===== src/rtl/psmu_pkg.sv =====
package psmu_pkg;

  // Table geometry
  localparam int NREG     = 43;   // Byte registers held in storage cells
  localparam int IDXW     = 6;    // Width of a table index
  localparam int BYTE_W   = 8;
  localparam int WORD_W   = 16;
  localparam int BIT_IW   = 3;    // Width of a bit number
  localparam int IRQ_BYTES = 3;   // Request flag bytes fed by peripheral events
  localparam int IRQ_W    = IRQ_BYTES * BYTE_W;

  // Access width of one CPU request
  typedef enum logic [1:0] {
    PSMU_SZ_BIT,
    PSMU_SZ_BYTE,
    PSMU_SZ_WORD
  } psmu_size_t;

  // Registers that live outside the byte table
  localparam logic [15:0] ADDR_CMP_B       = 16'hff64;  // Word-only compare
  localparam logic [15:0] ADDR_CNT_C       = 16'hff7a;  // Counter, read only
  localparam logic [15:0] ADDR_ASYNC_STAT  = 16'hffa1;  // Status, read only
  localparam logic [15:0] ADDR_SYNC_SHIFT  = 16'hffb2;  // Shift data, read only

  // Eight-bit special-register addressing: page and the hole it cannot reach
  localparam logic [7:0]  SFR_PAGE     = 8'hff;
  localparam logic [7:0]  SFR_GAP_LO   = 8'hd0;
  localparam logic [7:0]  SFR_GAP_HI   = 8'hdf;

  // Table indexes that the logic names directly
  localparam int IDX_PF_A          = 0;
  localparam int IDX_PF_B          = 1;
  localparam int IDX_PRESCALE      = 3;
  localparam int IDX_KEY_WAKEUP    = 19;
  localparam int IDX_SSA_CLK_SEL   = 27;
  localparam int IDX_IRQ_REQ_A_LO  = 29;
  localparam int IDX_MASK_A_LO     = 32;
  localparam int IDX_PRIO_A_LO     = 35;
  localparam int IDX_MEM_SIZE      = 38;
  localparam int IDX_XRAM_SIZE     = 39;
  localparam int IDX_OSC_SETTLE    = 41;
  localparam int IDX_CPU_CLK       = 42;

  // Byte addresses, table order
  localparam logic [15:0] REG_ADDR [NREG] = '{
    16'hff58, 16'hff59, 16'hff60, 16'hff61, 16'hff62, 16'hff63, 16'hff68, 16'hff70,
    16'hff71, 16'hff73, 16'hff74, 16'hff76, 16'hff77, 16'hff79, 16'hff80, 16'hff81,
    16'hff82, 16'hff83, 16'hff8a, 16'hff8f, 16'hff90, 16'hff91, 16'hff92, 16'hffa0,
    16'hffa2, 16'hffaf, 16'hffb0, 16'hffb1, 16'hffb4, 16'hffe0, 16'hffe1, 16'hffe2,
    16'hffe4, 16'hffe5, 16'hffe6, 16'hffe8, 16'hffe9, 16'hffea, 16'hfff0, 16'hfff4,
    16'hfff9, 16'hfffa, 16'hfffb};

  // Values after reset; undefined registers start at zero
  localparam logic [7:0] REG_RST [NREG] = '{
    8'h00, 8'h00, 8'h00, 8'h00, 8'h00, 8'h00, 8'h00, 8'h00, 8'h00, 8'h00, 8'h00,
    8'h00, 8'h00, 8'h00, 8'h00, 8'h00, 8'h00, 8'h00, 8'h00, 8'h00, 8'h00, 8'h00,
    8'h00, 8'h00, 8'h00, 8'h00, 8'h00, 8'h10, 8'h00, 8'h00, 8'h00, 8'h00, 8'hff,
    8'hff, 8'hff, 8'hff, 8'hff, 8'hff, 8'hcf, 8'h0c, 8'h00, 8'h04, 8'h04};

  // Single-bit manipulation allowed
  localparam bit REG_BIT [NREG] = '{
    0, 0, 0, 0, 1, 1, 1, 1, 0, 1, 0, 1, 0, 0, 1, 0, 1, 0, 1, 1, 1, 0,
    0, 1, 0, 1, 1, 1, 0, 1, 1, 1, 1, 1, 1, 1, 1, 1, 0, 1, 1, 0, 1};

  // Low byte of a 16-bit word pair
  localparam bit REG_WORD [NREG] = '{
    0, 0, 0, 0, 0, 0, 0, 0, 0, 0, 0, 0, 0, 0, 0, 0, 0, 0, 0, 0, 0, 0,
    0, 0, 0, 0, 0, 0, 0, 1, 0, 0, 1, 0, 0, 1, 0, 0, 0, 0, 0, 0, 0};

  // Readable; the pin-function switches are write only
  localparam bit REG_RD [NREG] = '{
    0, 0, 1, 1, 1, 1, 1, 1, 1, 1, 1, 1, 1, 1, 1, 1, 1, 1, 1, 1, 1, 1,
    1, 1, 1, 1, 1, 1, 1, 1, 1, 1, 1, 1, 1, 1, 1, 1, 1, 1, 1, 1, 1};

  // Accepts one write per reset
  localparam bit REG_ONCE [NREG] = '{
    1, 1, 0, 0, 0, 0, 0, 0, 0, 0, 0, 0, 0, 0, 0, 0, 0, 0, 0, 0, 0, 0,
    0, 0, 0, 0, 0, 0, 0, 0, 0, 0, 0, 0, 0, 0, 0, 0, 0, 0, 0, 0, 0};

endpackage


===== src/rtl/psmu_byte_reg.sv =====
`timescale 1ns/1ns
`default_nettype none

// One stored byte with optional write-once lock and hardware set inputs
module psmu_byte_reg
  import psmu_pkg::*;
#(
  parameter logic [7:0] RST_VAL    = 8'h00,  // Value after reset
  parameter bit         WRITE_ONCE = 1'b0    // Lock after first write
) (
  input  wire logic        ref_clk_i,  // CPU clock
  input  wire logic        rst_i,      // Synchronous reset, active high
  input  wire logic        wr_en_i,    // Accepted write this cycle
  input  wire logic [7:0]  wr_val_i,   // Full byte to store
  input  wire logic [7:0]  set_i,      // Hardware set bits
  output logic [7:0]       q_o         // Stored value
);

  logic [7:0] q_reg;        // Stored byte
  logic [7:0] q_next;
  logic       locked_reg;   // First write seen since reset
  logic       locked_next;

  // Next value; set bits are ORed last so an event beats a clearing write
  always_comb begin
    q_next      = q_reg;
    locked_next = locked_reg;
    if (wr_en_i && !(WRITE_ONCE && locked_reg)) begin
      q_next      = wr_val_i;
      locked_next = 1'b1;
    end
    q_next = q_next | set_i;
  end

  // State registers
  always_ff @(posedge ref_clk_i) begin
    if (rst_i) begin
      q_reg      <= RST_VAL;
      locked_reg <= 1'b0;
    end else begin
      q_reg      <= q_next;
      locked_reg <= locked_next;
    end
  end

  assign q_o = q_reg;

endmodule // psmu_byte_reg

`default_nettype wire


===== src/rtl/psmu_decode.sv =====
`timescale 1ns/1ns
`default_nettype none

// Address to table index; one hit at most since addresses are unique
module psmu_decode
  import psmu_pkg::*;
(
  input  wire logic [15:0]     addr_i,  // Effective byte address
  output logic                 hit_o,   // Address is a table byte
  output logic [IDXW-1:0]      idx_o    // Index of that byte
);

  // Linear search; small table keeps this a shallow compare tree
  always_comb begin
    hit_o = 1'b0;
    idx_o = '0;
    for (int i = 0; i < NREG; i++) begin
      if (addr_i == REG_ADDR[i]) begin
        hit_o = 1'b1;
        idx_o = IDXW'(i);
      end
    end
  end

endmodule // psmu_decode

`default_nettype wire


===== src/rtl/psmu_sfr_upper.sv =====
`timescale 1ns/1ns
`default_nettype none

module psmu_sfr_upper
  import psmu_pkg::*;
(
  input  wire logic                    ref_clk_i,              // CPU clock, 20 MHz
  input  wire logic                    rst_i,                  // Sync reset, high
  input  wire logic                    cpu_rd_i,               // Read request
  input  wire logic                    cpu_wr_i,               // Write request
  input  wire psmu_pkg::psmu_size_t    cpu_size_i,             // Bit, byte or word
  input  wire logic                    cpu_short_i,            // 8-bit sfr form
  input  wire logic [15:0]             cpu_addr_i,             // Byte address
  input  wire logic [2:0]              cpu_bit_i,              // Bit number
  input  wire logic [15:0]             cpu_wdata_i,            // Write data
  input  wire logic [23:0]             irq_req_set_i,          // Event set pulses
  input  wire logic [7:0]              byte_timer_c_count_i,   // Live counter
  input  wire logic [7:0]              async_serial_status_i,  // Live status
  input  wire logic [7:0]              sync_serial_a_shift_i,  // Live shift data
  output logic [15:0]                  cpu_rdata_o,            // Read data
  output logic                         cpu_ack_o,              // Access done
  output logic                         cpu_err_o,              // Access refused
  output logic [NREG*8-1:0]            sfr_q_o,                // All stored bytes
  output logic [15:0]                  wide_timer_b_compare_o  // Compare word
);

  logic [15:0]     eff_addr;       // Address after short-form expansion
  logic            short_bad;      // Short form aimed into the hole
  logic            wr_op;          // Write wins if both strobes are high
  logic            rd_op;
  logic            req;
  logic            dec_hit;        // Table byte addressed
  logic [IDXW-1:0] dec_idx;
  logic            legal;          // Access allowed for this width
  logic [7:0]      cur_byte;       // Current value of the addressed byte
  logic [7:0]      reg_q   [NREG]; // Stored bytes
  logic            wr_en   [NREG]; // Per byte write strobe
  logic [7:0]      wr_val  [NREG]; // Per byte write value
  logic [7:0]      set_val [NREG]; // Per byte hardware set bits

  logic [15:0]     rdata_reg;      // Read data, holds until next read
  logic [15:0]     rdata_next;
  logic            ack_reg;        // One-cycle acknowledge
  logic            ack_next;
  logic            err_reg;        // One-cycle refusal
  logic            err_next;
  logic [15:0]     cmp_reg;        // Word-only compare register
  logic [15:0]     cmp_next;

  // Address decoder
  psmu_decode u_decode (
    .addr_i (eff_addr),
    .hit_o  (dec_hit),
    .idx_o  (dec_idx)
  );

  // One storage cell per table byte
  for (genvar g = 0; g < NREG; g++) begin : g_cell
    // Only request flag bytes see peripheral events
    if (g >= IDX_IRQ_REQ_A_LO && g < IDX_IRQ_REQ_A_LO + IRQ_BYTES) begin : g_irq
      assign set_val[g] = irq_req_set_i[(g - IDX_IRQ_REQ_A_LO)*BYTE_W +: BYTE_W];
    end else begin : g_plain
      assign set_val[g] = 8'h00;
    end
    psmu_byte_reg #(
      .RST_VAL    (REG_RST[g]),
      .WRITE_ONCE (REG_ONCE[g])
    ) u_cell (
      .ref_clk_i (ref_clk_i),
      .rst_i     (rst_i),
      .wr_en_i   (wr_en[g]),
      .wr_val_i  (wr_val[g]),
      .set_i     (set_val[g]),
      .q_o       (reg_q[g])
    );
    assign sfr_q_o[g*BYTE_W +: BYTE_W] = reg_q[g];
  end

  // Addressed byte; index 0 when nothing hits, so the value is a don't-care then
  assign cur_byte = reg_q[dec_idx];

  // Request qualification and address expansion
  always_comb begin
    wr_op     = cpu_wr_i;
    rd_op     = cpu_rd_i && !cpu_wr_i;
    req       = cpu_wr_i || cpu_rd_i;
    // Short form always lands in the top page
    eff_addr  = cpu_short_i ? {SFR_PAGE, cpu_addr_i[7:0]} : cpu_addr_i;
    // The short form cannot reach the hole between the two areas
    short_bad = cpu_short_i && (cpu_addr_i[7:0] >= SFR_GAP_LO)
                && (cpu_addr_i[7:0] <= SFR_GAP_HI);
  end

  // Width and direction check
  always_comb begin
    legal = 1'b0;
    if (!req || short_bad) begin
      legal = 1'b0;
    end else if (dec_hit) begin
      case (cpu_size_i)
        PSMU_SZ_BIT:  legal = REG_BIT[dec_idx] && (wr_op || REG_RD[dec_idx]);
        PSMU_SZ_BYTE: legal = wr_op || REG_RD[dec_idx];
        PSMU_SZ_WORD: legal = REG_WORD[dec_idx];
        default:      legal = 1'b0;
      endcase
    end else if (eff_addr == ADDR_CMP_B) begin
      legal = (cpu_size_i == PSMU_SZ_WORD);
    end else if (eff_addr == ADDR_CNT_C || eff_addr == ADDR_ASYNC_STAT
                 || eff_addr == ADDR_SYNC_SHIFT) begin
      // Live peripheral values: byte reads only, writes fall away
      legal = rd_op && (cpu_size_i == PSMU_SZ_BYTE);
    end else begin
      legal = 1'b0;
    end
  end

  // Write steering into the cells, compare word and read data
  always_comb begin
    rdata_next = rdata_reg;
    ack_next   = req && legal;
    err_next   = req && !legal;
    cmp_next   = cmp_reg;
    for (int i = 0; i < NREG; i++) begin
      wr_en[i]  = 1'b0;
      wr_val[i] = reg_q[i];
      if (wr_op && legal && dec_hit) begin
        if (i == int'(dec_idx)) begin
          wr_en[i] = 1'b1;
          case (cpu_size_i)
            // Read-modify-write of one bit; other bits keep their value
            PSMU_SZ_BIT: wr_val[i][cpu_bit_i] = cpu_wdata_i[0];
            default:     wr_val[i] = cpu_wdata_i[7:0];
          endcase
        end
        // High byte of a word pair sits at the next index
        if (i == int'(dec_idx) + 1 && cpu_size_i == PSMU_SZ_WORD) begin
          wr_en[i]  = 1'b1;
          wr_val[i] = cpu_wdata_i[15:8];
        end
      end
    end
    if (wr_op && legal && !dec_hit) begin
      cmp_next = cpu_wdata_i;
    end
    if (rd_op && legal) begin
      if (dec_hit) begin
        case (cpu_size_i)
          PSMU_SZ_BIT:  rdata_next = {15'h0000, cur_byte[cpu_bit_i]};
          PSMU_SZ_WORD: rdata_next = {reg_q[dec_idx + IDXW'(1)], cur_byte};
          // Key wakeup select returns its store; software must not trust it
          default:      rdata_next = {8'h00, cur_byte};
        endcase
      end else if (eff_addr == ADDR_CMP_B) begin
        rdata_next = cmp_reg;
      end else if (eff_addr == ADDR_CNT_C) begin
        rdata_next = {8'h00, byte_timer_c_count_i};
      end else if (eff_addr == ADDR_ASYNC_STAT) begin
        rdata_next = {8'h00, async_serial_status_i};
      end else begin
        rdata_next = {8'h00, sync_serial_a_shift_i};
      end
    end
  end

  // Answer and compare registers; compare content after reset is don't-care
  always_ff @(posedge ref_clk_i) begin
    if (rst_i) begin
      rdata_reg <= 16'h0000;
      ack_reg   <= 1'b0;
      err_reg   <= 1'b0;
      cmp_reg   <= 16'h0000;
    end else begin
      rdata_reg <= rdata_next;
      ack_reg   <= ack_next;
      err_reg   <= err_next;
      cmp_reg   <= cmp_next;
    end
  end

  // Outputs straight from flip-flops; nothing combinational reaches the CPU
  assign cpu_rdata_o            = rdata_reg;
  assign cpu_ack_o              = ack_reg;
  assign cpu_err_o              = err_reg;
  assign wide_timer_b_compare_o = cmp_reg;

  // Helper: a write to the first pin-function switch has been taken
  // Lets the write-once check ignore the legal first write
  logic pf_seen_reg;
  always_ff @(posedge ref_clk_i) begin
    if (rst_i) begin
      pf_seen_reg <= 1'b0;
    end else if (wr_en[IDX_PF_A]) begin
      pf_seen_reg <= 1'b1;
    end
  end
endmodule // psmu_sfr_upper

`default_nettype wire


===== config.mk =====
export PLATFORM = sky130hd
export DESIGN_NAME = psmu_sfr_upper
export DESIGN_NICKNAME = d
export VERILOG_FILES = /design/src/rtl/psmu_pkg.sv /design/src/rtl/psmu_byte_reg.sv /design/src/rtl/psmu_decode.sv /design/src/rtl/psmu_sfr_upper.sv
export SDC_FILE = /design/constraint.sdc
export NUM_CORES = 2
export LEC_CHECK = 0
export BUFFER_PORTS_ARGS = -buffer_cell sky130_fd_sc_hd__buf_2
export CORE_MARGIN = 1.5
export CORE_UTILIZATION = 25
export CTS_CLUSTER_DIAMETER = 80
export DETAILED_ROUTE_END_ITERATION = 8
export HOLD_SLACK_MARGIN = 0.02
export PLACE_DENSITY = 0.47
export SKIP_LAST_GASP = 1
export SLEW_MARGIN = 10
export SYNTH_ARGS = -nofsm -noshare
export SYNTH_HDL_FRONTEND = slang
export SYNTH_SLANG_ARGS = --single-unit

===== constraint.sdc =====
create_clock -name ref_clk_i -period 14.7 [get_ports ref_clk_i]
set_input_delay 1.47 -clock ref_clk_i [delete_from_list [all_inputs] [get_ports ref_clk_i]]
set_output_delay 1.47 -clock ref_clk_i [all_outputs]
set_load 0.1 [all_outputs]

==> results.yml <==
sta:
  report.final.hold_viol_count: 0
  pins_over_their_slew_limit: 0
  setup_viol_count_final: 0
  crit_path_time_final_ns: 7.85
  finalClockSkew_ns: 0.0388
  slew_at_the_pin_closest_to_its_max_slew_limit_ns: 1.32
  max_freq_mhz: 127
  post-route-period-util_pct: 53.4
  setup-tns-final_ns: 0
  timing.max_slew.rel_slack_pct: 11.5
  grt_setup_unrepaired: "false"
clocking:
  tritoncts.num_buffers: 50
  cts_post_setup_buffers_inserted: 0
  cts_max_level: 2
  clkSinkCount: 380
  tritoncts: "built"
  cts-resized-gates: 0
  clkLatencyLatePin_ns: 0.65
  clk_root_buffer_cell: "sky130_fd_sc_hd__clkbuf_16"
  clk_pin_slew_worst_paths_ns: 0.06
  cts_hold_buf: 0
  cts.path.max_buffers: 3
routing:
  wl_per_cell_um: 36.7
  detailroute.via_count: 32100
  detail_route.vias_per_cell: 6.36
  drc: 0
  drt_first_pass_iters: 8
  route.antenna.remaining_nets: 0
  drt_iter0_drc: 4729
  route.final.wire_length_um: 185000
global_routing:
  grt_antenna_before_repair: 14
  grtUsageTotal_pct: 33.0
  via_count_of_the_first_global_routing_pass: 29200
  gr-total-overflow: 0
  first_pass_grt_wire_length_um: 251000
  grt_max_degree: 135
pwr:
  total_leakage_power_nw: 12.0
  cellPowerDensity_mw_per_mm2: 85.6
  clkPwrFrac_pct: 47.3
  vdd_drop_max_mv: 0.0871
  share_seq_of_total_power_pct: 38.6
  power.combinational.fraction_pct: 14.1
  switchingPower_uw: 858
  p_int_mw: 1.86
  totalPowerFinal_mw: 2.72
  switching_part_of_the_total_power_pct: 31.6
placement:
  dp_cells: 4953
  post-dp-hpwl_um: 130000
  gp_congestion: 1.04
  place.port_buffers: 467
finish:
  area.growth.synth_to_final_pct: 19.8
  multi_input_area_mm2: 0.0175
  layout.cells.most_common: "sky130_fd_sc_hd__nand2_1"
  largest_reg_flops: 344
  final_cell_count_no_fill: 5044
  drive_above_1_share_pct: 23.5
  mostFrequentLayoutCells: "sky130_fd_sc_hd__nand2_1 (492), sky130_fd_sc_hd__buf_2 (463), sky130_fd_sc_hd__dfxtp_1 (380)"
  nFillCells: 11400
  seqCellArea_mm2: 0.00761
  nets: 3710
yosys:
  syn_area_mm2: 0.0265
  synthesis.yosys.warnings: 0
  synthesis.nets: 3471
  synth_async_sr_flop_share_pct: 0
  postSynthAreaPerCell_um2: 7.85
  yosysSeqAreaShare_pct: 28.7
  synth_cells: 3375
  synth_enable_flop_cells: 0
  synth_seq_cells: 380
  synthDistinctLibCells: 99
  ys.flop_type: "sky130_fd_sc_hd__dfxtp_1"
worst_setup_path:
  timing.reg2reg.worst_path_depth: 7
  rr_endpoint: "cpu_rdata_o[2]$_SDFFE_PP0P_"
  setup.worst_path.class: "in2reg"
  arrival_ns: 8.41
  critPathLaunchType: "input port"
  cp.required_ns: 15.26
  critical_path.endpoint_type: "flip-flop"
  crit_path_max_fanout: 79
  worst_r2r_startpoint: "g_cell[8].u_cell.q_o[2]$_SDFFE_PP0P_"
  regToRegSetupSlack_ns: 11.45
job:
  max_cap_viol_count: 0
floorplan:
  design.core.area_mm2: 0.105
  placement_rows: 119
  die_area_mm2: 0.108
  die_w_um: 329
  dieHeight_um: 329
  pin_count: 468
  initial_utilization_pct: 25.2
hold_path:
  hold_path.startpoint: "cpu_rdata_o[5]$_SDFFE_PP0P_"
  hold_end: "cpu_rdata_o[5]$_SDFFE_PP0P_"
  hold-path-cell-count: 2
  hold_path.class: "reg2reg"
status:
  status: "complete, no violations"
[power by group through the flow]
stage	sequential, mW	combinational, mW	clock, mW
2_1_floorplan	1.10	0.187	0
3_3_place_gp	1.07	0.371	0
3_5_place_dp	1.07	0.371	0
4_1_cts	1.05	0.372	1.29
5_1_grt	1.05	0.393	1.33
6_report	1.05	0.384	1.29
[critical path, cell delays in order]
cell and delay, ns:
sky130_fd_sc_hd__buf_2 0.41, sky130_fd_sc_hd__or4b_1 0.47, sky130_fd_sc_hd__a2111oi_0 0.51, sky130_fd_sc_hd__a311oi_1 0.16, sky130_fd_sc_hd__o2111ai_4 0.17, sky130_fd_sc_hd__buf_4 0.41
sky130_fd_sc_hd__o21ai_4 0.12, sky130_fd_sc_hd__buf_12 0.30, sky130_fd_sc_hd__ha_4 0.61, sky130_fd_sc_hd__inv_2 0.24, sky130_fd_sc_hd__buf_4 0.30, sky130_fd_sc_hd__nor2_1 0.15
sky130_fd_sc_hd__a32oi_1 0.06, sky130_fd_sc_hd__o32ai_1 0.21, sky130_fd_sc_hd__o21ai_2 0.09, sky130_fd_sc_hd__buf_4 0.22, sky130_fd_sc_hd__a211oi_4 0.21, sky130_fd_sc_hd__buf_4 0.46
sky130_fd_sc_hd__nand2_1 0.90, sky130_fd_sc_hd__or3_1 0.64, sky130_fd_sc_hd__a21oi_1 0.14
[cells by family (layout without fill, tap and decap cells)]
logic type / after synthesis / count (layout) / synth area share, %
fa+ha+maj: 6 / 6 / 0.283
mux: 226 / 226 / 12.4
buf+inv: 412 / 689 / 6.41
compound gates: 1372 / 1372 / 35.5
other cells: 0 / 1 / 0
simple gates: 976 / 976 / 16.6
xor+xnor: 3 / 3 / 0.127
flops: 380 / 380 / 28.7
[final cells by class]
type	instances	share of cell area (%)
tap	1391	5.48
inverter	35	0.457
sequential	380	24.0
clock buffer	71	4.50
timing repair buffer	564	9.78
antenna	1	0.00788
multi-input combinational	2583	55.1
clock inverter	19	0.749
[synth_stat cells (26+ instances only)]
cell,number,area [um2]
sky130_fd_sc_hd__nor3_1,31,155
sky130_fd_sc_hd__nand2_1,493,1850
sky130_fd_sc_hd__mux4_2,77,1730
sky130_fd_sc_hd__a31oi_1,26,163
sky130_fd_sc_hd__mux2i_1,102,1020
sky130_fd_sc_hd__or3_1,31,194
sky130_fd_sc_hd__o221ai_1,29,254
sky130_fd_sc_hd__o31ai_1,86,646
sky130_fd_sc_hd__a221oi_1,41,359
sky130_fd_sc_hd__nand3_1,94,470
sky130_fd_sc_hd__buf_2,62,310
sky130_fd_sc_hd__dfxtp_1,380,7610
sky130_fd_sc_hd__o21a_1,50,375
sky130_fd_sc_hd__inv_1,31,116
sky130_fd_sc_hd__o21ai_1,47,235
sky130_fd_sc_hd__nand2b_1,30,188
sky130_fd_sc_hd__o2111ai_1,123,1080
sky130_fd_sc_hd__a21oi_1,272,1360
sky130_fd_sc_hd__a311oi_1,34,298
sky130_fd_sc_hd__mux2_2,47,529
sky130_fd_sc_hd__clkbuf_1,279,1050
sky130_fd_sc_hd__nor2_1,189,709
sky130_fd_sc_hd__o21ai_0,261,1310
sky130_fd_sc_hd__a211oi_1,37,278
sky130_fd_sc_hd__o211ai_1,198,1490
[worst max-delay path by stage]
stage / slack [ns] / endpoint / cells past startpoint / from
detailed placement: 6.42 / g_cell[5].u_cell.q_o[0]$_SDFFE_PP0P_ / 21 / cpu_addr_i[0]
CTS: 7.11 / g_cell[27].u_cell.q_o[0]$_SDFFE_PP0P_ / 21 / cpu_addr_i[0]
finish: 6.85 / g_cell[27].u_cell.q_o[0]$_SDFFE_PP0P_ / 21 / cpu_addr_i[0]
floorplan: 8.43 / g_cell[2].u_cell.q_o[0]$_SDFFE_PP0P_ / 22 / cpu_addr_i[5]
global placement: 6.44 / g_cell[27].u_cell.q_o[0]$_SDFFE_PP0P_ / 21 / cpu_addr_i[0]
global route: 6.56 / g_cell[22].u_cell.q_o[0]$_SDFFE_PP0P_ / 21 / cpu_addr_i[0]
[layer usage]
metal	GRT usage (%)	vias to the layer above	share of wire [%]
met4	18.6	8	6.7
met2	50.5	2206	44
li1	-	13400	-
met5	0.222	-	0.037
met1	43.7	15900	40
met3	5.83	499	9.3
[through the flow]
step           setup WS [ns]  utilization [%]  cell area, um2  hold WS, ns
2_1_floorplan           8.43                -           26500        0.502
3_3_place_gp            6.44             28.6           30100        0.445
3_5_place_dp            6.42             28.6           30100        0.449
4_1_cts                 7.11             30.2           31800        0.457
5_1_grt                 6.56             30.2           31800        0.476
6_report                6.85             30.2           31800        0.454
Power figures use the tool's default switching activity.
